`config.mk`:
```
export PLATFORM = sky130hd
export DESIGN_NAME = srs_status
export DESIGN_NICKNAME = d
export VERILOG_FILES = /design/src/srs_pkg.sv /design/src/srs_fifo.sv /design/src/srs_status.sv
export SDC_FILE = /design/constraint.sdc
export NUM_CORES = 1
export LEC_CHECK = 0
export BUFFER_PORTS_ARGS = -buffer_cell sky130_fd_sc_hd__buf_2
export CAP_MARGIN = 15
export CELL_PAD_IN_SITES_DETAIL_PLACEMENT = 0
export CELL_PAD_IN_SITES_GLOBAL_PLACEMENT = 1
export CORE_MARGIN = 3
export CORE_UTILIZATION = 51
export CTS_CLUSTER_DIAMETER = 80
export DETAILED_ROUTE_END_ITERATION = 6
export PLACE_DENSITY_LB_ADDON = 0.1
export SYNTH_ARGS = -nofsm -noshare
export SYNTH_HDL_FRONTEND = slang
export SYNTH_SLANG_ARGS = --single-unit
```
`constraint.sdc`:
```
create_clock -name clk_i -period 6.5 [get_ports clk_i]
set_input_delay 1.3 -clock clk_i [delete_from_list [all_inputs] [get_ports clk_i]]
set_output_delay 1.3 -clock clk_i [all_outputs]
set_load 0.05 [all_outputs]
```
`src/srs_pkg.sv`:
```
package srs_pkg;
  // ==========================================================
  // Widths and depths
  localparam int STB_W        = 8;
  localparam int EVT_W        = 16;
  localparam int ESR_W        = 8;
  localparam int MSG_W        = 8;
  localparam int OUTQ_DEPTH   = 16;
  localparam int ERRQ_DEPTH   = 10;
  // ==========================================================
  // Status byte bit positions
  localparam int STB_MEAS_BIT = 0;
  localparam int STB_EAV_BIT  = 2;
  localparam int STB_QUES_BIT = 3;
  localparam int STB_MAV_BIT  = 4;
  localparam int STB_ESB_BIT  = 5;
  localparam int STB_RQS_BIT  = 6;
  localparam int STB_OPER_BIT = 7;
  // ==========================================================
  // Event set indices
  localparam int SET_MEAS     = 0;
  localparam int SET_QUES     = 1;
  localparam int SET_OPER     = 2;
  localparam int NUM_SETS     = 3;
  // ==========================================================
  // Reset values
  localparam logic [STB_W-1:0] SRE_RESET = 8'h00;
  localparam logic [EVT_W-1:0] ENA_RESET = 16'h0000;
  localparam logic [ESR_W-1:0] ESE_RESET = 8'h00;
  // Summary bits that feed the master summary (bit 6 excluded)
  localparam logic [STB_W-1:0] SUM_MASK  = 8'hBF;
endpackage

```
`src/srs_fifo.sv`:
```
`timescale 1ns/1ps
// ==========================================================
// Small message queue with registered read data
module srs_fifo #(
  parameter int WIDTH = 8,
  parameter int DEPTH = 10
) (
  input  wire logic             clk_i,
  input  wire logic             reset_i,
  input  wire logic             clear_i,
  input  wire logic             push_i,
  input  wire logic [WIDTH-1:0] push_data_i,
  input  wire logic             pop_i,
  output logic      [WIDTH-1:0] pop_data_o,
  output logic                  empty_o,
  output logic                  full_o
);
  localparam int AW = $clog2(DEPTH);
  logic [WIDTH-1:0] mem_reg [DEPTH];
  logic [AW-1:0]    wr_reg;
  logic [AW-1:0]    rd_reg;
  logic [AW:0]      cnt_reg;
  logic [WIDTH-1:0] data_reg;
  wire              do_push = push_i && (cnt_reg != (AW+1)'(DEPTH));
  wire              do_pop  = pop_i && (cnt_reg != '0);
  wire [AW-1:0]     wr_inc  = (wr_reg == AW'(DEPTH-1)) ? '0 : wr_reg + 1'b1;
  wire [AW-1:0]     rd_inc  = (rd_reg == AW'(DEPTH-1)) ? '0 : rd_reg + 1'b1;

  assign pop_data_o = data_reg;
  assign empty_o    = (cnt_reg == '0);
  assign full_o     = (cnt_reg == (AW+1)'(DEPTH));

  // Storage write
  always_ff @(posedge clk_i) begin
    if (do_push) begin
      mem_reg[wr_reg] <= push_data_i;
    end
  end

  // Pointers, count and registered read word
  always_ff @(posedge clk_i) begin
    if (reset_i || clear_i) begin
      wr_reg   <= '0;
      rd_reg   <= '0;
      cnt_reg  <= '0;
      data_reg <= '0;
    end else begin
      if (do_push) wr_reg <= wr_inc;
      if (do_pop) begin
        rd_reg   <= rd_inc;
        data_reg <= mem_reg[rd_reg];
      end
      cnt_reg <= cnt_reg + (AW+1)'(do_push) - (AW+1)'(do_pop);
    end
  end
endmodule

```
`src/srs_status.sv`:
```
`timescale 1ns/1ps
module srs_status
  import srs_pkg::*;
#(
  parameter int EVT_WIDTH = srs_pkg::EVT_W,
  parameter int MSGW      = srs_pkg::MSG_W
) (
  input  wire logic                    clk_i,
  input  wire logic                    reset_i,
  input  wire logic                    clear_status_i,
  input  wire logic                    preset_i,
  input  wire logic [EVT_WIDTH-1:0]    meas_cond_i,
  input  wire logic [EVT_WIDTH-1:0]    ques_cond_i,
  input  wire logic [EVT_WIDTH-1:0]    oper_cond_i,
  input  wire logic [srs_pkg::ESR_W-1:0] std_event_i,
  input  wire logic                    evt_read_i,
  input  wire logic [1:0]              evt_read_sel_i,
  input  wire logic                    ena_write_i,
  input  wire logic [1:0]              ena_sel_i,
  input  wire logic [EVT_WIDTH-1:0]    ena_wdata_i,
  input  wire logic                    ese_write_i,
  input  wire logic [srs_pkg::ESR_W-1:0] ese_wdata_i,
  input  wire logic                    std_read_i,
  input  wire logic                    sre_write_i,
  input  wire logic [srs_pkg::STB_W-1:0] sre_wdata_i,
  input  wire logic                    out_push_i,
  input  wire logic [MSGW-1:0]         out_data_i,
  input  wire logic                    out_pop_i,
  input  wire logic                    err_push_i,
  input  wire logic [MSGW-1:0]         err_data_i,
  input  wire logic                    err_pop_i,
  input  wire logic                    serial_poll_i,
  output logic      [EVT_WIDTH-1:0]    cond_rdata_o,
  output logic      [EVT_WIDTH-1:0]    evt_rdata_o,
  output logic      [EVT_WIDTH-1:0]    ena_rdata_o,
  output logic      [srs_pkg::ESR_W-1:0] std_evt_rdata_o,
  output logic      [srs_pkg::ESR_W-1:0] ese_rdata_o,
  output logic      [srs_pkg::STB_W-1:0] sre_rdata_o,
  output logic      [srs_pkg::STB_W-1:0] stb_query_o,
  output logic      [srs_pkg::STB_W-1:0] poll_byte_o,
  output logic      [MSGW-1:0]         out_rdata_o,
  output logic      [MSGW-1:0]         err_rdata_o,
  output logic                         err_full_o,
  output logic                         srq_o
);
  import srs_pkg::*;

  // ==========================================================
  // Condition capture and edge detection
  logic [EVT_WIDTH-1:0] cond_reg [NUM_SETS];
  logic [EVT_WIDTH-1:0] evt_reg  [NUM_SETS];
  logic [EVT_WIDTH-1:0] ena_reg  [NUM_SETS];
  logic [EVT_WIDTH-1:0] cond_in  [NUM_SETS];
  logic                 new_reg  [NUM_SETS];
  logic [NUM_SETS-1:0]  set_sum;

  // Standard set and request state
  logic [ESR_W-1:0]     std_reg;
  logic [ESR_W-1:0]     ese_reg;
  logic [STB_W-1:0]     sre_reg;
  logic                 rqs_reg;
  logic [STB_W-1:0]     sum_prev_reg;
  logic [STB_W-1:0]     stb_query_reg;
  logic [STB_W-1:0]     poll_reg;

  // Registered read copies
  logic [EVT_WIDTH-1:0] cond_rd_reg;
  logic [EVT_WIDTH-1:0] evt_rd_reg;
  logic [EVT_WIDTH-1:0] ena_rd_reg;
  logic [ESR_W-1:0]     std_rd_reg;
  logic                 srq_reg;
  // Queue status; the full flag is registered for its output
  logic                 out_empty;
  logic                 err_empty;
  logic                 err_full;
  logic                 err_full_reg;

  assign cond_in[SET_MEAS] = meas_cond_i;
  assign cond_in[SET_QUES] = ques_cond_i;
  assign cond_in[SET_OPER] = oper_cond_i;

  // Function selecting a set index from a 2-bit field
  // Code 3 selects no set, so writes aimed at it are dropped
  function automatic logic [NUM_SETS-1:0] set_hit(input logic [1:0] sel);
    set_hit = '0;
    for (int k = 0; k < NUM_SETS; k++) begin
      if (sel == 2'(k)) set_hit[k] = 1'b1;
    end
  endfunction

  wire [NUM_SETS-1:0] evt_rd_hit = evt_read_i ? set_hit(evt_read_sel_i) : '0;
  wire [NUM_SETS-1:0] ena_wr_hit = ena_write_i ? set_hit(ena_sel_i) : '0;
  // Reads with code 3 return zero instead of unknowns
  wire                rd_sel_ok  = (evt_read_sel_i < 2'(NUM_SETS));
  wire                ena_sel_ok = (ena_sel_i < 2'(NUM_SETS));

  // ==========================================================
  // Per-set event, enable and summary logic
  // Edge detection keeps a steady condition from latching again
  // once a read or clear-status has emptied its event bits
  genvar g;
  generate
    for (g = 0; g < NUM_SETS; g++) begin : g_set
      wire [EVT_WIDTH-1:0] rise = cond_in[g] & ~cond_reg[g];
      // Summary per set
      assign set_sum[g] = |(evt_reg[g] & ena_reg[g]);
      always_ff @(posedge clk_i) begin
        if (reset_i) begin
          cond_reg[g] <= '0;
          evt_reg[g]  <= '0;
          ena_reg[g]  <= EVT_WIDTH'(ENA_RESET);
          new_reg[g]  <= 1'b0;
        end else begin
          cond_reg[g] <= cond_in[g];
          // Enabled rise, even onto an event bit already set
          new_reg[g]  <= |(rise & ena_reg[g]);
          // Rising edge sets win over read clear
          if (clear_status_i || evt_rd_hit[g]) begin
            evt_reg[g] <= rise;
          end else begin
            evt_reg[g] <= evt_reg[g] | rise;
          end
          if (preset_i) begin
            ena_reg[g] <= EVT_WIDTH'(ENA_RESET);
          end else if (ena_wr_hit[g]) begin
            ena_reg[g] <= ena_wdata_i;
          end
        end
      end
    end
  endgenerate

  // ==========================================================
  // Standard event register and its enable
  // Its enable has its own write and is left alone by preset
  wire std_sum = |(std_reg & ese_reg);
  always_ff @(posedge clk_i) begin
    if (reset_i) begin
      std_reg <= '0;
      ese_reg <= ESE_RESET;
    end else begin
      if (clear_status_i || std_read_i) begin
        std_reg <= std_event_i;
      end else begin
        std_reg <= std_reg | std_event_i;
      end
      if (ese_write_i) begin
        ese_reg <= ese_wdata_i;
      end
    end
  end

  // ==========================================================
  // Message queues
  // Clear-status empties both queues, so message-available
  // drops along with the other summary bits
  srs_fifo #(
    .WIDTH (MSGW),
    .DEPTH (OUTQ_DEPTH)
  ) u_out_q (
    .clk_i       (clk_i),
    .reset_i     (reset_i),
    .clear_i     (clear_status_i),
    .push_i      (out_push_i),
    .push_data_i (out_data_i),
    .pop_i       (out_pop_i),
    .pop_data_o  (out_rdata_o),
    .empty_o     (out_empty),
    .full_o      ()
  );

  // Error queue refuses pushes once it holds its full depth
  srs_fifo #(
    .WIDTH (MSGW),
    .DEPTH (ERRQ_DEPTH)
  ) u_err_q (
    .clk_i       (clk_i),
    .reset_i     (reset_i),
    .clear_i     (clear_status_i),
    .push_i      (err_push_i),
    .push_data_i (err_data_i),
    .pop_i       (err_pop_i),
    .pop_data_o  (err_rdata_o),
    .empty_o     (err_empty),
    .full_o      (err_full)
  );

  // ==========================================================
  // Status byte summaries, non-latching
  wire message_available_flag     = ~out_empty;
  wire error_available_flag       = ~err_empty;
  wire standard_event_summary_flag = std_sum;
  wire [STB_W-1:0] sum_bits;
  // Bits 1 and 6 take no summary; bit 6 is filled per read path
  assign sum_bits[STB_MEAS_BIT] = set_sum[SET_MEAS];
  assign sum_bits[1]            = 1'b0;
  assign sum_bits[STB_EAV_BIT]  = error_available_flag;
  assign sum_bits[STB_QUES_BIT] = set_sum[SET_QUES];
  assign sum_bits[STB_MAV_BIT]  = message_available_flag;
  assign sum_bits[STB_ESB_BIT]  = standard_event_summary_flag;
  assign sum_bits[STB_RQS_BIT]  = 1'b0;
  assign sum_bits[STB_OPER_BIT] = set_sum[SET_OPER];

  // New occurrences in the three event sets re-request even while their summary bit stays high
  wire             new_sum              = (new_reg[SET_MEAS] & sre_reg[STB_MEAS_BIT])
                                        | (new_reg[SET_QUES] & sre_reg[STB_QUES_BIT])
                                        | (new_reg[SET_OPER] & sre_reg[STB_OPER_BIT]);

  // Master summary and enabled-summary rise detection
  wire [STB_W-1:0] enabled_sum          = sum_bits & sre_reg & SUM_MASK;
  wire             master_summary_flag  = |enabled_sum;
  wire             enabled_rise         = |(enabled_sum & ~sum_prev_reg) | new_sum;
  wire             service_request_flag = rqs_reg;

  // ==========================================================
  // Service request mask and request flag
  always_ff @(posedge clk_i) begin
    if (reset_i) begin
      sre_reg      <= SRE_RESET;
      rqs_reg      <= 1'b0;
      sum_prev_reg <= '0;
    end else begin
      // Writing zero masks every summary and so drops the request
      if (sre_write_i) begin
        sre_reg <= sre_wdata_i;
      end
      sum_prev_reg <= enabled_sum;
      // A poll resets only the request flag; the master summary keeps
      // following the enabled summaries until they all clear
      // New rise wins over poll reset
      if (enabled_rise) begin
        rqs_reg <= 1'b1;
      end else if (serial_poll_i || !master_summary_flag || clear_status_i) begin
        rqs_reg <= 1'b0;
      end
    end
  end

  // ==========================================================
  // Registered read ports
  always_ff @(posedge clk_i) begin
    if (reset_i) begin
      stb_query_reg <= '0;
      poll_reg      <= '0;
      srq_reg       <= 1'b0;
      cond_rd_reg   <= '0;
      evt_rd_reg    <= '0;
      ena_rd_reg    <= '0;
      std_rd_reg    <= '0;
      err_full_reg  <= 1'b0;
    end else begin
      // Query shows the master summary, the poll byte the request flag
      stb_query_reg <= sum_bits | {1'b0, master_summary_flag, 6'h00};
      poll_reg      <= sum_bits | {1'b0, service_request_flag, 6'h00};
      srq_reg       <= enabled_rise | (rqs_reg & ~serial_poll_i
                       & master_summary_flag & ~clear_status_i);
      // Event reads see the contents held before the clearing edge
      cond_rd_reg   <= rd_sel_ok ? cond_in[evt_read_sel_i] : '0;
      evt_rd_reg    <= rd_sel_ok ? evt_reg[evt_read_sel_i] : '0;
      ena_rd_reg    <= ena_sel_ok ? ena_reg[ena_sel_i] : '0;
      std_rd_reg    <= std_reg;
      err_full_reg  <= err_full;
    end
  end

  // Outputs come straight from registers
  assign stb_query_o     = stb_query_reg;
  assign poll_byte_o     = poll_reg;
  assign srq_o           = srq_reg;
  assign cond_rdata_o    = cond_rd_reg;
  assign evt_rdata_o     = evt_rd_reg;
  assign ena_rdata_o     = ena_rd_reg;
  assign std_evt_rdata_o = std_rd_reg;
  assign ese_rdata_o     = ese_reg;
  assign sre_rdata_o     = sre_reg;
  assign err_full_o      = err_full_reg;
endmodule

```
==> impl_metrics.csv <==
group,metric,value,unit
clock_network,root_buffer,"clkbuf_16",
floorplanning,chipHeight,203,um
timing,min_period,3.27,ns
clock_network,clock_latency,0.59,ns
floorplanning,die-area,41000,um2
worst_setup_path,worstReg2RegEnd,"u_out_q.cnt_reg[4]$_SDFF_PP0_",
timing,final.setup.tns,0,ns
placed_design,dpl_worst_slack,2.44,ns
synth,synth_async_sr_flop_share,0,%
synth,avgSynthCellArea,13.3,um2
timing,hold_viol,0,
worst_setup_path,startpoint_type,"flop",
timing,worst_hold_slack,0.453,ns
placed_design,port-buffer-count,225,
clock_network,clk_pin_slew,0.06,ns
routing,first_iter_violations,1110,
pwr,power_density,327,nW/um2
clock_network,cts_buffers,51,
worst_setup_path,cp_cell_sequence,"inv_1 > ha_1 > nand3b_1 > nand2_1 > inv_1 > ha_1 > inv_1 > ha_1 > fa_1 > a21oi_1 > nor2_1 > or3_1 > a21oi_1",
grt,antenna_found_initial,1,
synth,syn_area,19700,um2
routing,routed.top_layer,"met5",
worst_setup_path,crit_fanout,12,
cells_and_area,n_antenna_cell,0,
grt,grt_max_degree,85,
synth,synth_seq_area_share,65.6,%
timing,clock_skew,0.0145,ns
synth,synth_flop_cell,"edfxtp_1",
worst_setup_path,slowest_stage,"fa_1",
routing,drtPass1Iterations,7,
hold_path,hold-path-cell-count,2,
worst_setup_path,slowest_delay,0.43,ns
worst_setup_path,worstSetupEndpoint,"u_out_q.cnt_reg[4]$_SDFF_PP0_",
clock_network,cts_buffer_depth,3,
grt,grt_pass1_vias,12300,
cells_and_area,layout_common_cells,"304 x edfxtp_1, 224 x buf_2, 219 x nor2_1",
pwr,vdd_drop_max,205,uV
cells_and_area,layout_commonest_cell,"edfxtp_1",
timing,max_freq,306,MHz
hold_path,hp-class,"reg2reg",
worst_setup_path,crit-reg2reg-launch,"u_out_q.cnt_reg[3]$_SDFF_PP0_",
routing,wirelength,49000,um
routing,via_per_inst,5.45,
worst_setup_path,worstPathArrival,3.78,ns
routing,drcViolationCount,0,
routing,num_vias,12500,
timing,tightest_slew,1.03,ns
routing,drtAntennaViolNets,0,
worst_setup_path,cp_data_required_time,7.01,ns
cells_and_area,drive_above_1_share,20.7,%
routing,dr_wl_met3,3380,um
grt,overflow,0,
timing,post-route-period-util,50.3,%
routing,wl_met2,21700,um
clock_network,cts_resized,0,
cells_and_area,area_growth,16.6,%
timing,setup_viol,0,
clock_network,post_cts_buffers,0,
worst_setup_path,setup.worst_path.start,"u_out_q.cnt_reg[3]$_SDFF_PP0_",
floorplanning,io-pin-count,228,
timing,slew_violations,0,
floorplanning,core_area,37800,um2
timing,max-slew-margin-rel,31.1,%
worst_setup_path,reg2reg_depth,13,
synth,synth_edf_count,304,
clock_network,cts_tree,"done",
timing,finalWorstSetupSlack,3.23,ns
timing,rsz0062_at_grt,"no",
synth,synth-seq-cells,494,
run_status,status,"completed",
floorplanning,rows,71,
worst_setup_path,end_kind,"flop",
placed_design,globalplace.congestion,0.939,
clock_network,cts_hold_buf,0,
synth,yosys_warnings,0,
clock_network,h-tree-depth,2,
synth,synth_cell_type_count,55,
synth,synthCells,1485,
placed_design,post-dp-hpwl,35000,um
cells_and_area,largest_reg_flops,128,
job,maxCapViolCount,0,
pwr,leakage,8.92,nW
routing,met1_length,22600,um
floorplanning,die_w,203,um
clock_network,cts.sinks,494,
floorplanning,initial_utilization,52.1,%
cells_and_area,final_nets,1888,
worst_setup_path,rrSetupSlack,3.23,ns
routing,wire_per_inst,21.3,um
cells_and_area,fin_util,60.7,%
grt,grt_pass1_wl,74500,um
worst_setup_path,worstSetupPathType,"reg2reg",
grt,grt.total_usage,23.9,%
## worst min-delay path by stage
| stage | startpoint | endpoint | slack, ns |
|---|---|---|---|
| floorplan | rqs_reg$_SDFFE_PP0P_ | poll_byte_o[6]$_SDFF_PP0_ | 0.43 |
| global placement | u_out_q.pop_data_o[5]$_SDFFE_PP0P_ | u_out_q.pop_data_o[5]$_SDFFE_PP0P_ | 0.45 |
| detailed placement | u_out_q.pop_data_o[2]$_SDFFE_PP0P_ | u_out_q.pop_data_o[2]$_SDFFE_PP0P_ | 0.45 |
| CTS | rqs_reg$_SDFFE_PP0P_ | poll_byte_o[6]$_SDFF_PP0_ | 0.45 |
| global route | rqs_reg$_SDFFE_PP0P_ | poll_byte_o[6]$_SDFF_PP0_ | 0.47 |
| finish | u_out_q.pop_data_o[7]$_SDFFE_PP0P_ | u_out_q.pop_data_o[7]$_SDFFE_PP0P_ | 0.45 |
## through the flow
stage	instances	total power (W)	cell area [um2]
after floorplan	1533	0.00450	19900
after global placement	2201	0.00481	21400
final	2300	0.00751	23000
after global routing	2300	0.00782	23000
after CTS	2298	0.00758	23000
after detailed placement	2202	0.00483	21400
## critical path, delay by kind of cell (launching register included)
kind                     cells  cell delay (ns)
adder cells (fa/ha/maj)      4             1.19
AND/OR/NAND/NOR              4             1.00
buffers and inverters        3             0.39
flip-flops                   1             0.32
AO/OA/AOI/OAI                2             0.30
## power by group
part | switching [W] | internal, W | leakage, nW | total, W
combinational | 0.000728 | 0.000431 | 3.68 | 0.00116
sequential | 0.000108 | 0.00349 | 4.46 | 0.00360
clock | 0.00115 | 0.00160 | 0.778 | 0.00275
total | 0.00199 | 0.00552 | 8.92 | 0.00751
## per-layer routing
layer	up-vias	track usage, %
met5	-	0
li1	5879	-
met4	2	7.35
met3	83	4.49
met2	454	36.3
met1	6114	35.3
## Yosys cell counts, types with 18 or more instances
| cell | n | share of area, % |
|---|---|---|
| clkbuf_1 | 49 | 0.93 |
| a22o_1 | 20 | 0.89 |
| mux4_1 | 18 | 2.4 |
| o21ai_0 | 24 | 0.61 |
| inv_1 | 22 | 0.42 |
| mux2i_1 | 72 | 3.7 |
| ha_1 | 18 | 1.1 |
| and2_1 | 38 | 1.2 |
| dfxtp_1 | 190 | 19 |
| a21oi_1 | 128 | 3.3 |
| nand2_1 | 49 | 0.93 |
| edfxtp_1 | 304 | 46 |
| nor2b_1 | 113 | 3.6 |
| mux4_2 | 38 | 4.3 |
| nor2_1 | 220 | 4.2 |
## final cells by class
class	count	area (um2)
clock buffers	81	1480
multi-input cells	931	6440
fillers	3085	14900
inverters	22	82.6
flip-flops and latches	494	12900
repair buffers	246	1290
well taps	511	639
clock inverters	15	109
## cell families after synthesis
kind of cell	Yosys count	share of synthesized area, %
flip-flops	494	65.6
AND/OR/NAND/NOR	492	12.2
AO/OA/AOI/OAI	219	6.69
multiplexers	136	10.9
buffers and inverters	108	2.66
adder cells (fa/ha/maj)	20	1.35
XOR/XNOR	14	0.622
other	2	0.0381
(Power assumes the default switching activity.)
